$ cat src/scsc_defines.svh
`ifndef SCSC_DEFINES_SVH
`define SCSC_DEFINES_SVH

// register indices; byte address is four times the index
`define SCSC_IDX_STANDBY    8'h38
`define SCSC_IDX_SYSCTL2    8'h39
`define SCSC_IDX_DIVCTL     8'h3a
`define SCSC_IDX_STATUS     8'h3b

// standby_mode_control fields
`define SCSC_SMC_HALT       7
`define SCSC_SMC_WAKE_SEL   6
`define SCSC_SMC_POST_WAKE  5
`define SCSC_SMC_HOLD       4
`define SCSC_SMC_WARM_HI    3
`define SCSC_SMC_WARM_LO    2
`define SCSC_SMC_RESET      8'h00

// second_system_control fields
`define SCSC_SC2_OSC_RUN    7
`define SCSC_SC2_CLK_SEL    5
`define SCSC_SC2_IDLE       4
`define SCSC_SC2_RESET      8'h80

// divider control field
`define SCSC_DIV_PRESCALE   0
`define SCSC_DIV_RESET      8'h00

// timing generator shape
`define SCSC_PRESCALE_BITS  3
`define SCSC_DIVIDER_BITS   21
`define SCSC_CHAIN_BITS     24
`define SCSC_MCYCLE_FC      4

// source clock taps into the chain (divide by two to the tap)
`define SCSC_TAP_DIVOUT     13
`define SCSC_TAP_TIMEBASE   15
`define SCSC_TAP_WATCHDOG   17
`define SCSC_TAP_TIMER      7

// warm-up lengths in high-frequency clock periods, prescale off
`define SCSC_WARM_00_CYC    24'd196608
`define SCSC_WARM_01_CYC    24'd65536
`define SCSC_WARM_10_CYC    24'd16384

`endif

$ cat src/scsc_pkg.sv
`default_nettype none
package scsc_pkg;

  typedef enum logic [1:0] {
    SCSC_NORMAL = 2'b00,
    SCSC_IDLE   = 2'b01,
    SCSC_HALT   = 2'b10,
    SCSC_WARMUP = 2'b11
  } scsc_mode_t;

  // one-cycle ticks of the peripheral source clocks
  typedef struct packed {
    logic divider_output_pulse;
    logic timebase_tick;
    logic watchdog_tick;
    logic timer_tick;
  } scsc_src_clk_t;

  // clock gates and oscillator control toward the core
  typedef struct packed {
    logic osc_enable;
    logic sysclk_sel;
    logic cpu_clk_en;
    logic watchdog_clk_en;
    logic periph_clk_en;
  } scsc_clk_ctl_t;

endpackage : scsc_pkg
`default_nettype wire

$ cat src/scsc_top.sv
// Chosen here: the APB slave port.
`include "scsc_defines.svh"
`default_nettype none
module scsc_top
  import scsc_pkg::*;
#(
  parameter logic [23:0] WARM_00_CYC = `SCSC_WARM_00_CYC,  // warm-up code 00
  parameter logic [23:0] WARM_01_CYC = `SCSC_WARM_01_CYC,  // warm-up code 01
  parameter logic [23:0] WARM_10_CYC = `SCSC_WARM_10_CYC   // warm-up code 10
) (
  input  wire logic        pclk,                          // high-frequency clock
  input  wire logic        presetn,                       // hardware reset, active low
  input  wire logic        psel,                          // APB select
  input  wire logic        penable,                       // APB enable
  input  wire logic        pwrite,                        // APB direction
  input  wire logic [11:0] paddr,                         // APB byte address
  input  wire logic [31:0] pwdata,                        // APB write data
  output logic             pready,                        // APB ready
  output logic [31:0]      prdata,                        // APB read data
  output logic             pslverr,                       // APB error
  input  wire logic        wake_pin,                      // wake-up pin level
  input  wire logic        irq_peripheral,                // peripheral interrupt request
  input  wire logic        irq_external,                  // external interrupt request
  input  wire logic        interrupt_master_enable_flag,  // core interrupt enable
  output scsc_clk_ctl_t    clk_ctl,                       // clock gates, oscillator
  output scsc_src_clk_t    src_clk,                       // peripheral source ticks
  output logic             mcycle_pulse,                  // machine cycle tick
  output logic             port_hold,                     // ports keep latched values
  output logic             port_hiz,                      // ports float
  output logic             warm_up_active,                // warm-up running
  output logic             resume_next,                   // resume after wake, pulse
  output logic             service_irq,                   // service interrupt, pulse
  output logic             sys_reset_req,                 // oscillator off reset, pulse
  output scsc_mode_t       mode                           // current mode
);

  logic [7:0]   standby_mode_control;
  logic [7:0]   next_standby_mode_control;
  logic [7:0]   second_system_control;
  logic [7:0]   next_second_system_control;
  logic         divider_prescale_select;
  logic         next_divider_prescale_select;
  scsc_mode_t   next_mode;
  logic         edge_mode;
  logic         next_edge_mode;
  logic         wake_prev;
  logic         next_resume_next;
  logic         next_service_irq;
  logic         next_sys_reset_req;
  logic         next_port_hold;
  logic         next_port_hiz;
  logic [31:0]  next_prdata;
  logic         div_clear;
  logic         div_run;
  logic [23:0]  chain;
  logic [23:0]  warm_target;
  logic         warm_done;
  logic         wake_hit;
  logic         irq_any;
  logic         wr_en;
  logic         rd_setup;
  logic [9:0]   word_idx;
  logic         mapped;

  // ---------------- APB decode ----------------
  assign word_idx = paddr[11:2];
  assign mapped   = (word_idx == {2'h0, `SCSC_IDX_STANDBY})
                 || (word_idx == {2'h0, `SCSC_IDX_SYSCTL2})
                 || (word_idx == {2'h0, `SCSC_IDX_DIVCTL})
                 || (word_idx == {2'h0, `SCSC_IDX_STATUS});
  // zero wait: the slave answers in the first access cycle
  assign pready   = 1'b1;
  assign pslverr  = psel && penable && !mapped;
  // halted logic takes no register writes
  assign wr_en    = psel && penable && pwrite && mapped
                 && (mode != SCSC_HALT) && (mode != SCSC_WARMUP);
  assign rd_setup = psel && !penable && !pwrite;

  // read data is captured in the setup cycle so it comes from a flop
  always_comb begin
    next_prdata = prdata;
    if (rd_setup) begin
      next_prdata = 32'h0;
      case (word_idx)
        {2'h0, `SCSC_IDX_STANDBY}: begin
          // low bits read back as zero
          next_prdata[7:0] = {standby_mode_control[7:2], 2'h0};
        end
        {2'h0, `SCSC_IDX_SYSCTL2}: begin
          // clock select monitors the live selection; low nibble and bit 6 read zero
          next_prdata[7:0] = {second_system_control[`SCSC_SC2_OSC_RUN], 1'b0,
                              clk_ctl.sysclk_sel, second_system_control[`SCSC_SC2_IDLE],
                              4'h0};
        end
        {2'h0, `SCSC_IDX_DIVCTL}: begin
          next_prdata[0] = divider_prescale_select;
        end
        {2'h0, `SCSC_IDX_STATUS}: begin
          next_prdata[2:0] = {warm_up_active, mode};
        end
        default: begin
          next_prdata = 32'h0;
        end
      endcase
    end
  end

  // ---------------- timing generator ----------------
  // warm-up counts the zero-cleared chain
  // delay per code, doubled by prescale
  always_comb begin
    case (standby_mode_control[`SCSC_SMC_WARM_HI:`SCSC_SMC_WARM_LO])
      2'b00:   warm_target = WARM_00_CYC;
      2'b01:   warm_target = WARM_01_CYC;
      2'b10:   warm_target = WARM_10_CYC;
      // reserved code, treated as the longest delay
      default: warm_target = WARM_00_CYC;
    endcase
    if (divider_prescale_select) begin
      warm_target = {warm_target[22:0], 1'b0};
    end
  end

  assign warm_done = (mode == SCSC_WARMUP) && (chain == warm_target - 24'h000001);

  // clear on halt entry, exit and warm-up end
  assign div_clear = (next_mode != mode)
                  && ((next_mode == SCSC_HALT) || (next_mode == SCSC_WARMUP)
                   || (mode == SCSC_HALT) || warm_done);
  assign div_run   = (mode != SCSC_HALT);

  scsc_divider u_divider (
    .pclk         (pclk),
    .presetn      (presetn),
    .clear        (div_clear),
    .run          (div_run),
    .prescale_sel (divider_prescale_select),
    .chain        (chain),
    .mcycle_pulse (mcycle_pulse),
    .src          (src_clk)
  );

  // ---------------- standby control ----------------
  // level or rising edge per latched mode
  assign wake_hit = edge_mode ? (wake_pin && !wake_prev) : wake_pin;
  assign irq_any  = irq_peripheral || irq_external;

  always_comb begin
    next_mode                    = mode;
    next_edge_mode               = edge_mode;
    next_standby_mode_control    = standby_mode_control;
    next_second_system_control   = second_system_control;
    next_divider_prescale_select = divider_prescale_select;
    next_resume_next             = 1'b0;
    next_service_irq             = 1'b0;
    next_sys_reset_req           = 1'b0;

    if (wr_en) begin
      case (word_idx)
        {2'h0, `SCSC_IDX_STANDBY}: begin
          next_standby_mode_control = {pwdata[7:2], 2'h0};
        end
        {2'h0, `SCSC_IDX_SYSCTL2}: begin
          next_second_system_control = {pwdata[7], 1'b0, pwdata[5:4], 4'h0};
          next_sys_reset_req         = !pwdata[`SCSC_SC2_OSC_RUN];
        end
        {2'h0, `SCSC_IDX_DIVCTL}: begin
          next_divider_prescale_select = pwdata[`SCSC_DIV_PRESCALE];
        end
        default: begin
        end
      endcase
    end

    case (mode)
      SCSC_NORMAL: begin
        if (standby_mode_control[`SCSC_SMC_HALT]) begin
          next_edge_mode = !standby_mode_control[`SCSC_SMC_WAKE_SEL];
          if (standby_mode_control[`SCSC_SMC_WAKE_SEL] && wake_pin) begin
            // high pin in level mode skips the halt straight to warm-up
            next_mode = SCSC_WARMUP;
          end else begin
            next_mode = SCSC_HALT;
          end
        end else if (second_system_control[`SCSC_SC2_IDLE]) begin
          next_mode = SCSC_IDLE;
        end
      end
      SCSC_IDLE: begin
        if (irq_any) begin
          next_mode = SCSC_NORMAL;
          next_second_system_control[`SCSC_SC2_IDLE] = 1'b0;
          next_service_irq = interrupt_master_enable_flag;
          next_resume_next = !interrupt_master_enable_flag;
        end
      end
      SCSC_HALT: begin
        if (wake_hit) begin
          next_mode = SCSC_WARMUP;
        end
      end
      SCSC_WARMUP: begin
        // a low pin during warm-up does not return to halt
        if (warm_done) begin
          next_mode = SCSC_NORMAL;
          next_standby_mode_control[`SCSC_SMC_HALT] = 1'b0;
          next_second_system_control[`SCSC_SC2_OSC_RUN] =
            !standby_mode_control[`SCSC_SMC_POST_WAKE];
          next_second_system_control[`SCSC_SC2_CLK_SEL] =
            standby_mode_control[`SCSC_SMC_POST_WAKE];
          next_resume_next = 1'b1;
        end
      end
      default: begin
        next_mode = SCSC_NORMAL;
      end
    endcase
  end

  // ports hold or float while halted
  always_comb begin
    next_port_hold = 1'b0;
    next_port_hiz  = 1'b0;
    if ((next_mode == SCSC_HALT) || (next_mode == SCSC_WARMUP)) begin
      next_port_hold = standby_mode_control[`SCSC_SMC_HOLD];
      next_port_hiz  = !standby_mode_control[`SCSC_SMC_HOLD];
    end
  end

  always_ff @(posedge pclk or negedge presetn) begin
    if (!presetn) begin
      mode                    <= SCSC_NORMAL;
      edge_mode               <= 1'b0;
      wake_prev               <= 1'b0;
      standby_mode_control    <= `SCSC_SMC_RESET;
      second_system_control   <= `SCSC_SC2_RESET;
      divider_prescale_select <= 1'b0;
      resume_next             <= 1'b0;
      service_irq             <= 1'b0;
      sys_reset_req           <= 1'b0;
      port_hold               <= 1'b0;
      port_hiz                <= 1'b0;
      prdata                  <= 32'h0;
    end else begin
      mode                    <= next_mode;
      edge_mode               <= next_edge_mode;
      wake_prev               <= wake_pin;
      standby_mode_control    <= next_standby_mode_control;
      second_system_control   <= next_second_system_control;
      divider_prescale_select <= next_divider_prescale_select;
      resume_next             <= next_resume_next;
      service_irq             <= next_service_irq;
      sys_reset_req           <= next_sys_reset_req;
      port_hold               <= next_port_hold;
      port_hiz                <= next_port_hiz;
      prdata                  <= next_prdata;
    end
  end

  // idle gates CPU and watchdog only
  // halt stops oscillator and all clocks
  assign clk_ctl.osc_enable      = (mode != SCSC_HALT)
                                && second_system_control[`SCSC_SC2_OSC_RUN];
  assign clk_ctl.sysclk_sel      = second_system_control[`SCSC_SC2_CLK_SEL];
  assign clk_ctl.cpu_clk_en      = (mode == SCSC_NORMAL);
  assign clk_ctl.watchdog_clk_en = (mode == SCSC_NORMAL);
  assign clk_ctl.periph_clk_en   = (mode == SCSC_NORMAL) || (mode == SCSC_IDLE);
  assign warm_up_active          = (mode == SCSC_WARMUP);

endmodule // scsc_top
`default_nettype wire

$ cat src/scsc_divider.sv
`include "scsc_defines.svh"
`default_nettype none
module scsc_divider
  import scsc_pkg::*;
(
  input  wire logic                        pclk,          // high-frequency clock
  input  wire logic                        presetn,       // async reset, active low
  input  wire logic                        clear,         // zero prescaler and dividers
  input  wire logic                        run,           // low while oscillator halted
  input  wire logic                        prescale_sel,  // divider prescale select
  output logic [`SCSC_CHAIN_BITS-1:0]      chain,         // prescaler plus divider value
  output logic                             mcycle_pulse,  // one per machine cycle
  output scsc_src_clk_t                    src            // source clock ticks
);

  localparam int NTAP = 4;
  localparam int TAPS [NTAP] = '{`SCSC_TAP_DIVOUT, `SCSC_TAP_TIMEBASE,
                                 `SCSC_TAP_WATCHDOG, `SCSC_TAP_TIMER};

  logic [`SCSC_CHAIN_BITS-1:0] next_chain;
  logic [1:0]                  mcycle;
  logic [1:0]                  next_mcycle;
  logic [NTAP-1:0]             tick;
  logic [NTAP-1:0]             next_tick;
  logic                        next_mcycle_pulse;

  // cleared on reset, on halt entry and exit, and at warm-up end
  always_comb begin
    next_chain        = chain;
    next_mcycle       = mcycle;
    next_mcycle_pulse = 1'b0;
    if (clear) begin
      next_chain  = '0;
      next_mcycle = 2'h0;
    end else if (run) begin
      next_chain        = chain + 24'h000001;
      next_mcycle       = mcycle + 2'h1;
      next_mcycle_pulse = (mcycle == 2'(`SCSC_MCYCLE_FC - 1));
    end
  end

  generate
    for (genvar i = 0; i < NTAP; i++) begin : g_tap
      localparam int T = TAPS[i];
      always_comb begin
        if (prescale_sel) begin
          next_tick[i] = run && !clear && (&chain[T:0]);
        end else begin
          next_tick[i] = run && !clear && (&chain[T-1:0]);
        end
      end
    end
  endgenerate

  always_ff @(posedge pclk or negedge presetn) begin
    if (!presetn) begin
      chain        <= '0;
      mcycle       <= 2'h0;
      mcycle_pulse <= 1'b0;
      tick         <= '0;
    end else begin
      chain        <= next_chain;
      mcycle       <= next_mcycle;
      mcycle_pulse <= next_mcycle_pulse;
      tick         <= next_tick;
    end
  end

  assign src.divider_output_pulse = tick[0];
  assign src.timebase_tick        = tick[1];
  assign src.watchdog_tick        = tick[2];
  assign src.timer_tick           = tick[3];

endmodule // scsc_divider
`default_nettype wire

$ cat config.mk
export PLATFORM = sky130hd
export DESIGN_NAME = scsc_top
export DESIGN_NICKNAME = d
export VERILOG_FILES = /design/src/scsc_pkg.sv /design/src/scsc_top.sv /design/src/scsc_divider.sv
export VERILOG_INCLUDE_DIRS = /design/src /design/src/src
export SDC_FILE = /design/constraint.sdc
export NUM_CORES = 1
export LEC_CHECK = 0
export ABC_AREA = 0
export BUFFER_PORTS_ARGS = -buffer_cell sky130_fd_sc_hd__buf_4
export CORE_ASPECT_RATIO = 0.8
export CORE_MARGIN = 2
export CORE_UTILIZATION = 52
export CTS_CLUSTER_SIZE = 16
export DETAILED_ROUTE_END_ITERATION = 8
export GPL_TIMING_DRIVEN = 0
export PLACE_DENSITY_LB_ADDON = 0.08
export REMOVE_ABC_BUFFERS = 1
export SYNTH_ARGS = -nofsm -noshare
export SYNTH_HDL_FRONTEND = slang
export SYNTH_HIERARCHICAL = 1
export SYNTH_SLANG_ARGS = --single-unit
$ cat constraint.sdc
create_clock -name pclk -period 3.7 [get_ports pclk]
set_input_delay 0.37 -clock pclk [delete_from_list [all_inputs] [get_ports pclk]]
set_output_delay 0.37 -clock pclk [all_outputs]
set_load 0.01 [all_outputs]
==> results.json <==
{
  "synthMostInstantiatedCell": "dfrtp_1",
  "worst_ep_required_time_ns": 3.94,
  "clock_skew_ns": 0.00784,
  "irDropWorstVdd_uv": 376,
  "synth_enable_flop_cells": 0,
  "maxClockFrequency_mhz": 283,
  "fillCellCount": 570,
  "worst_slew_pin_slew_ns": 0.738,
  "critPathArrivalTime_ns": 3.78,
  "io_pins": 105,
  "globalRoute.busiestLayer": "met2",
  "grt_antenna_before_repair": 0,
  "ff_latch_area_um2": 1450,
  "synth.top_cells.by_count": "dfrtp_1, nand2_1, buf_4, nor2_1",
  "grt_start_max_net_pins": 59,
  "timing.final.max_slew_violations": 0,
  "dp.final_hpwl_um": 5160,
  "reg2reg_setup_slack_ns": 0.16,
  "critical_path.max_fanout": 17,
  "floorplan.die_area_um2": 7230,
  "use_met3_pct": 6.53,
  "clockBufferDepth": 2,
  "synth-warning-count": 6,
  "level_count_of_the_clock_h_tree": 3,
  "fin_crit_ns": 3.54,
  "detail_route.wl_per_cell_um": 15.1,
  "detail_route.drc_violations": 0,
  "hold_buffers": 0,
  "core_region_area_um2": 6380,
  "root_buffer": "clkbuf_8",
  "proportion_of_synthesized_chip_area_in_sequential_cells_pct": 42.6,
  "cts_inserted_buffers": 9,
  "drt_first_iter_violations": 139,
  "placementRows": 26,
  "final-hold-violation-count": 0,
  "grt.met1_usage_pct": 30.9,
  "prevailing_post_synth_register_cell": "dfrtp_1",
  "critical_path.startpoint_type": "register",
  "grt_setup_unrepaired": "no",
  "yosys.cell_types.count": 55,
  "post_route_cells_drive_above_1_share_pct": 24.8,
  "route.antenna.remaining_nets": 0,
  "routed_wirelength_um": 7340,
  "final_cell_area_um2": 3950,
  "synth_top_area_cell": "dfrtp_1",
  "area_growth_pct": 15.8,
  "vias_after_detailed_routing": 2644,
  "drt_pass1_iterations": 4,
  "globalRouteTotalUtil_pct": 21.4,
  "synthDominantCellAreaShare_pct": 41.8,
  "synthesized_netlist_cell_count": 352,
  "die_y_um": 76.4,
  "timing.rr.start": "standby_mode_control[2]",
  "vias_in_the_first_global_route": 2364,
  "cellLeakagePower_uw": 0.00186,
  "post_synth_instance_area_um2": 3410,
  "postSynthAreaPerCell_um2": 9.69,
  "dpl-instance-area_um2": 3710,
  "clkSlewWorstSetupHoldPaths_ns": 0.07,
  "grt_pass1_wl_um": 11900,
  "multi_input_area_um2": 1740,
  "clock_latency_ns": 0.35,
  "ys_seq_elements": 58,
  "status": "finished, final reports clean",
  "antennaDiodeCount": 0,
  "timing.rr.end": "u_divider/chain[15]",
  "dieWidth_um": 94.6,
  "initial_utilization_pct": 53.5,
  "cells_on_worst_reg2reg_path": 17,
  "tritoncts": "yes",
  "setup_viol": 0,
  "detail_route.vias_per_cell": 5.43,
  "place_congestion": 0.816,
  "critPathCaptureType": "register",
  "timing.max_cap.violations": 0,
  "path_class": "reg -> reg",
  "class_of_the_tightest_hold_or_removal_check": "in -> async",
  "power_density_nw_per_um2": 410,
  "timing.final.crit_share_pct": 95.6,
  "synth_top_cells_by_area": "dfrtp_1, buf_4, nand2_1",
  "nets": 460,
  "globalRoute.totalOverflow": 0,
  "synth_async_sr_flop_share_pct": 100,
  "slew_headroom_pct": 50.8,
  "cts_num_sinks": 58,
  "met2_usage_pct": 31.1,
  "io_buffers": 52,
  "power_uw": 1620
}
## cells by family after synthesis
kind of cell	synth area share [%]
buffers and inverters	9.68
AO/OA/AOI/OAI	9.58
flip-flops	42.6
other	0.220
adder cells (fa/ha/maj)	3.30
AND/OR/NAND/NOR	22.8
XOR/XNOR	5.14
multiplexers	6.68
## critical path, cell delays in order (launching register included)
cell	delay (ns)
dfrtp_1	0.41
inv_2	0.11
ha_4	0.19
nand2_1	0.09
ha_1	0.25
o21ai_0	0.08
a21oi_1	0.06
ha_1	0.28
xnor2_1	0.13
nor4_1	0.27
nand3_1	0.18
or4_4	0.60
o21ai_4	0.10
buf_8	0.19
inv_1	0.12
nand2_1	0.08
a21oi_1	0.04
a31o_2	0.23
## area by class of cell
type | instances | area share (%)
inverter | 8 | 0.760
timing repair buffer | 55 | 10.6
tap | 84 | 2.66
clock inverter | 7 | 1.96
clock buffer | 9 | 3.14
multi-input combinational | 266 | 44.0
sequential | 58 | 36.8
## cell usage in the layout, fill, tap and decap left out, drive strengths merged, types with 2 or more instances in the layout
master | netlist | routed
mux2i | 10 | 10
nor3 | 2 | 2
and2 | 4 | 4
a21oi | 15 | 15
nor4 | 6 | 6
o31ai | 7 | 7
nor3b | 3 | 3
and4 | 4 | 4
and3 | 7 | 7
a22o | 2 | 2
mux2 | 11 | 11
nor2 | 30 | 30
nand2 | 32 | 32
a31o | 2 | 2
dfrtp | 57 | 57
clkbuf | 5 | 9
o21ai | 15 | 15
nand4 | 14 | 14
nand3 | 13 | 13
ha | 9 | 9
inv | 8 | 10
xnor2 | 9 | 9
buf | 38 | 55
nor2b | 5 | 5
or4 | 4 | 4
or3 | 6 | 6
nand2b | 6 | 6
conb | 2 | 25
clkinvlp | 0 | 4
xor2 | 11 | 11
## per-layer routing
layer / up-vias / share of wire, %
li1: 1278 / -
met1: 1282 / 48
met2: 74 / 45
met3: 10 / 5.1
met4: 0 / 1.0
met5: - / 0
## per-stage QoR
step | utilization [%] | setup TNS [ns] | setup WS, ns | hold slack [ns] | cells
floorplan | - | -1.01 | -0.248 | 0.0744 | 332
global placement | 57.9 | -22.30 | -1.32 | 0.452 | 468
detailed placement | 58.2 | -0.302 | -0.146 | 0.458 | 469
CTS | 61.5 | 0 | 0.00304 | 0.0968 | 485
global route | 61.9 | 0 | 0.00154 | 0.132 | 487
finish | 61.9 | 0 | 0.161 | 0.0819 | 487
## registers in the layout (all words and copies together) (netlist names), 2 cells and up
name / cells
prdata: 8
u_divider/tick: 4
second_system_control: 3
standby_mode_control: 6
u_divider/mcycle: 2
u_divider/chain: 24
mode: 2
## repair_timing
item                       CTS  global route
buffers inserted             0             2
setup endpoints to repair    5             5
gates resized for setup      2             3
pin swaps                    0             2
## how the worst max path moves through the flow
stage | from | endpoint | slack (ns)
floorplan | standby_mode_control[2] | u_divider/chain[13] | -0.25
global placement | standby_mode_control[2] | u_divider/chain[15] | -1.32
detailed placement | standby_mode_control[2] | u_divider/chain[15] | -0.15
CTS | standby_mode_control[2] | u_divider/chain[15] | 0.003
global route | standby_mode_control[2] | u_divider/chain[15] | 0.002
finish | standby_mode_control[2] | u_divider/chain[15] | 0.16
## where the power goes
group | switching [µW] | total, µW | leakage [µW] | internal (µW)
sequential | 63.1 | 749 | 0.000773 | 686
clock | 283 | 598 | 0.0000885 | 315
combinational | 151 | 272 | 0.000997 | 121
total | 498 | 1620 | 0.00186 | 1120
(Power assumes the default switching activity.)
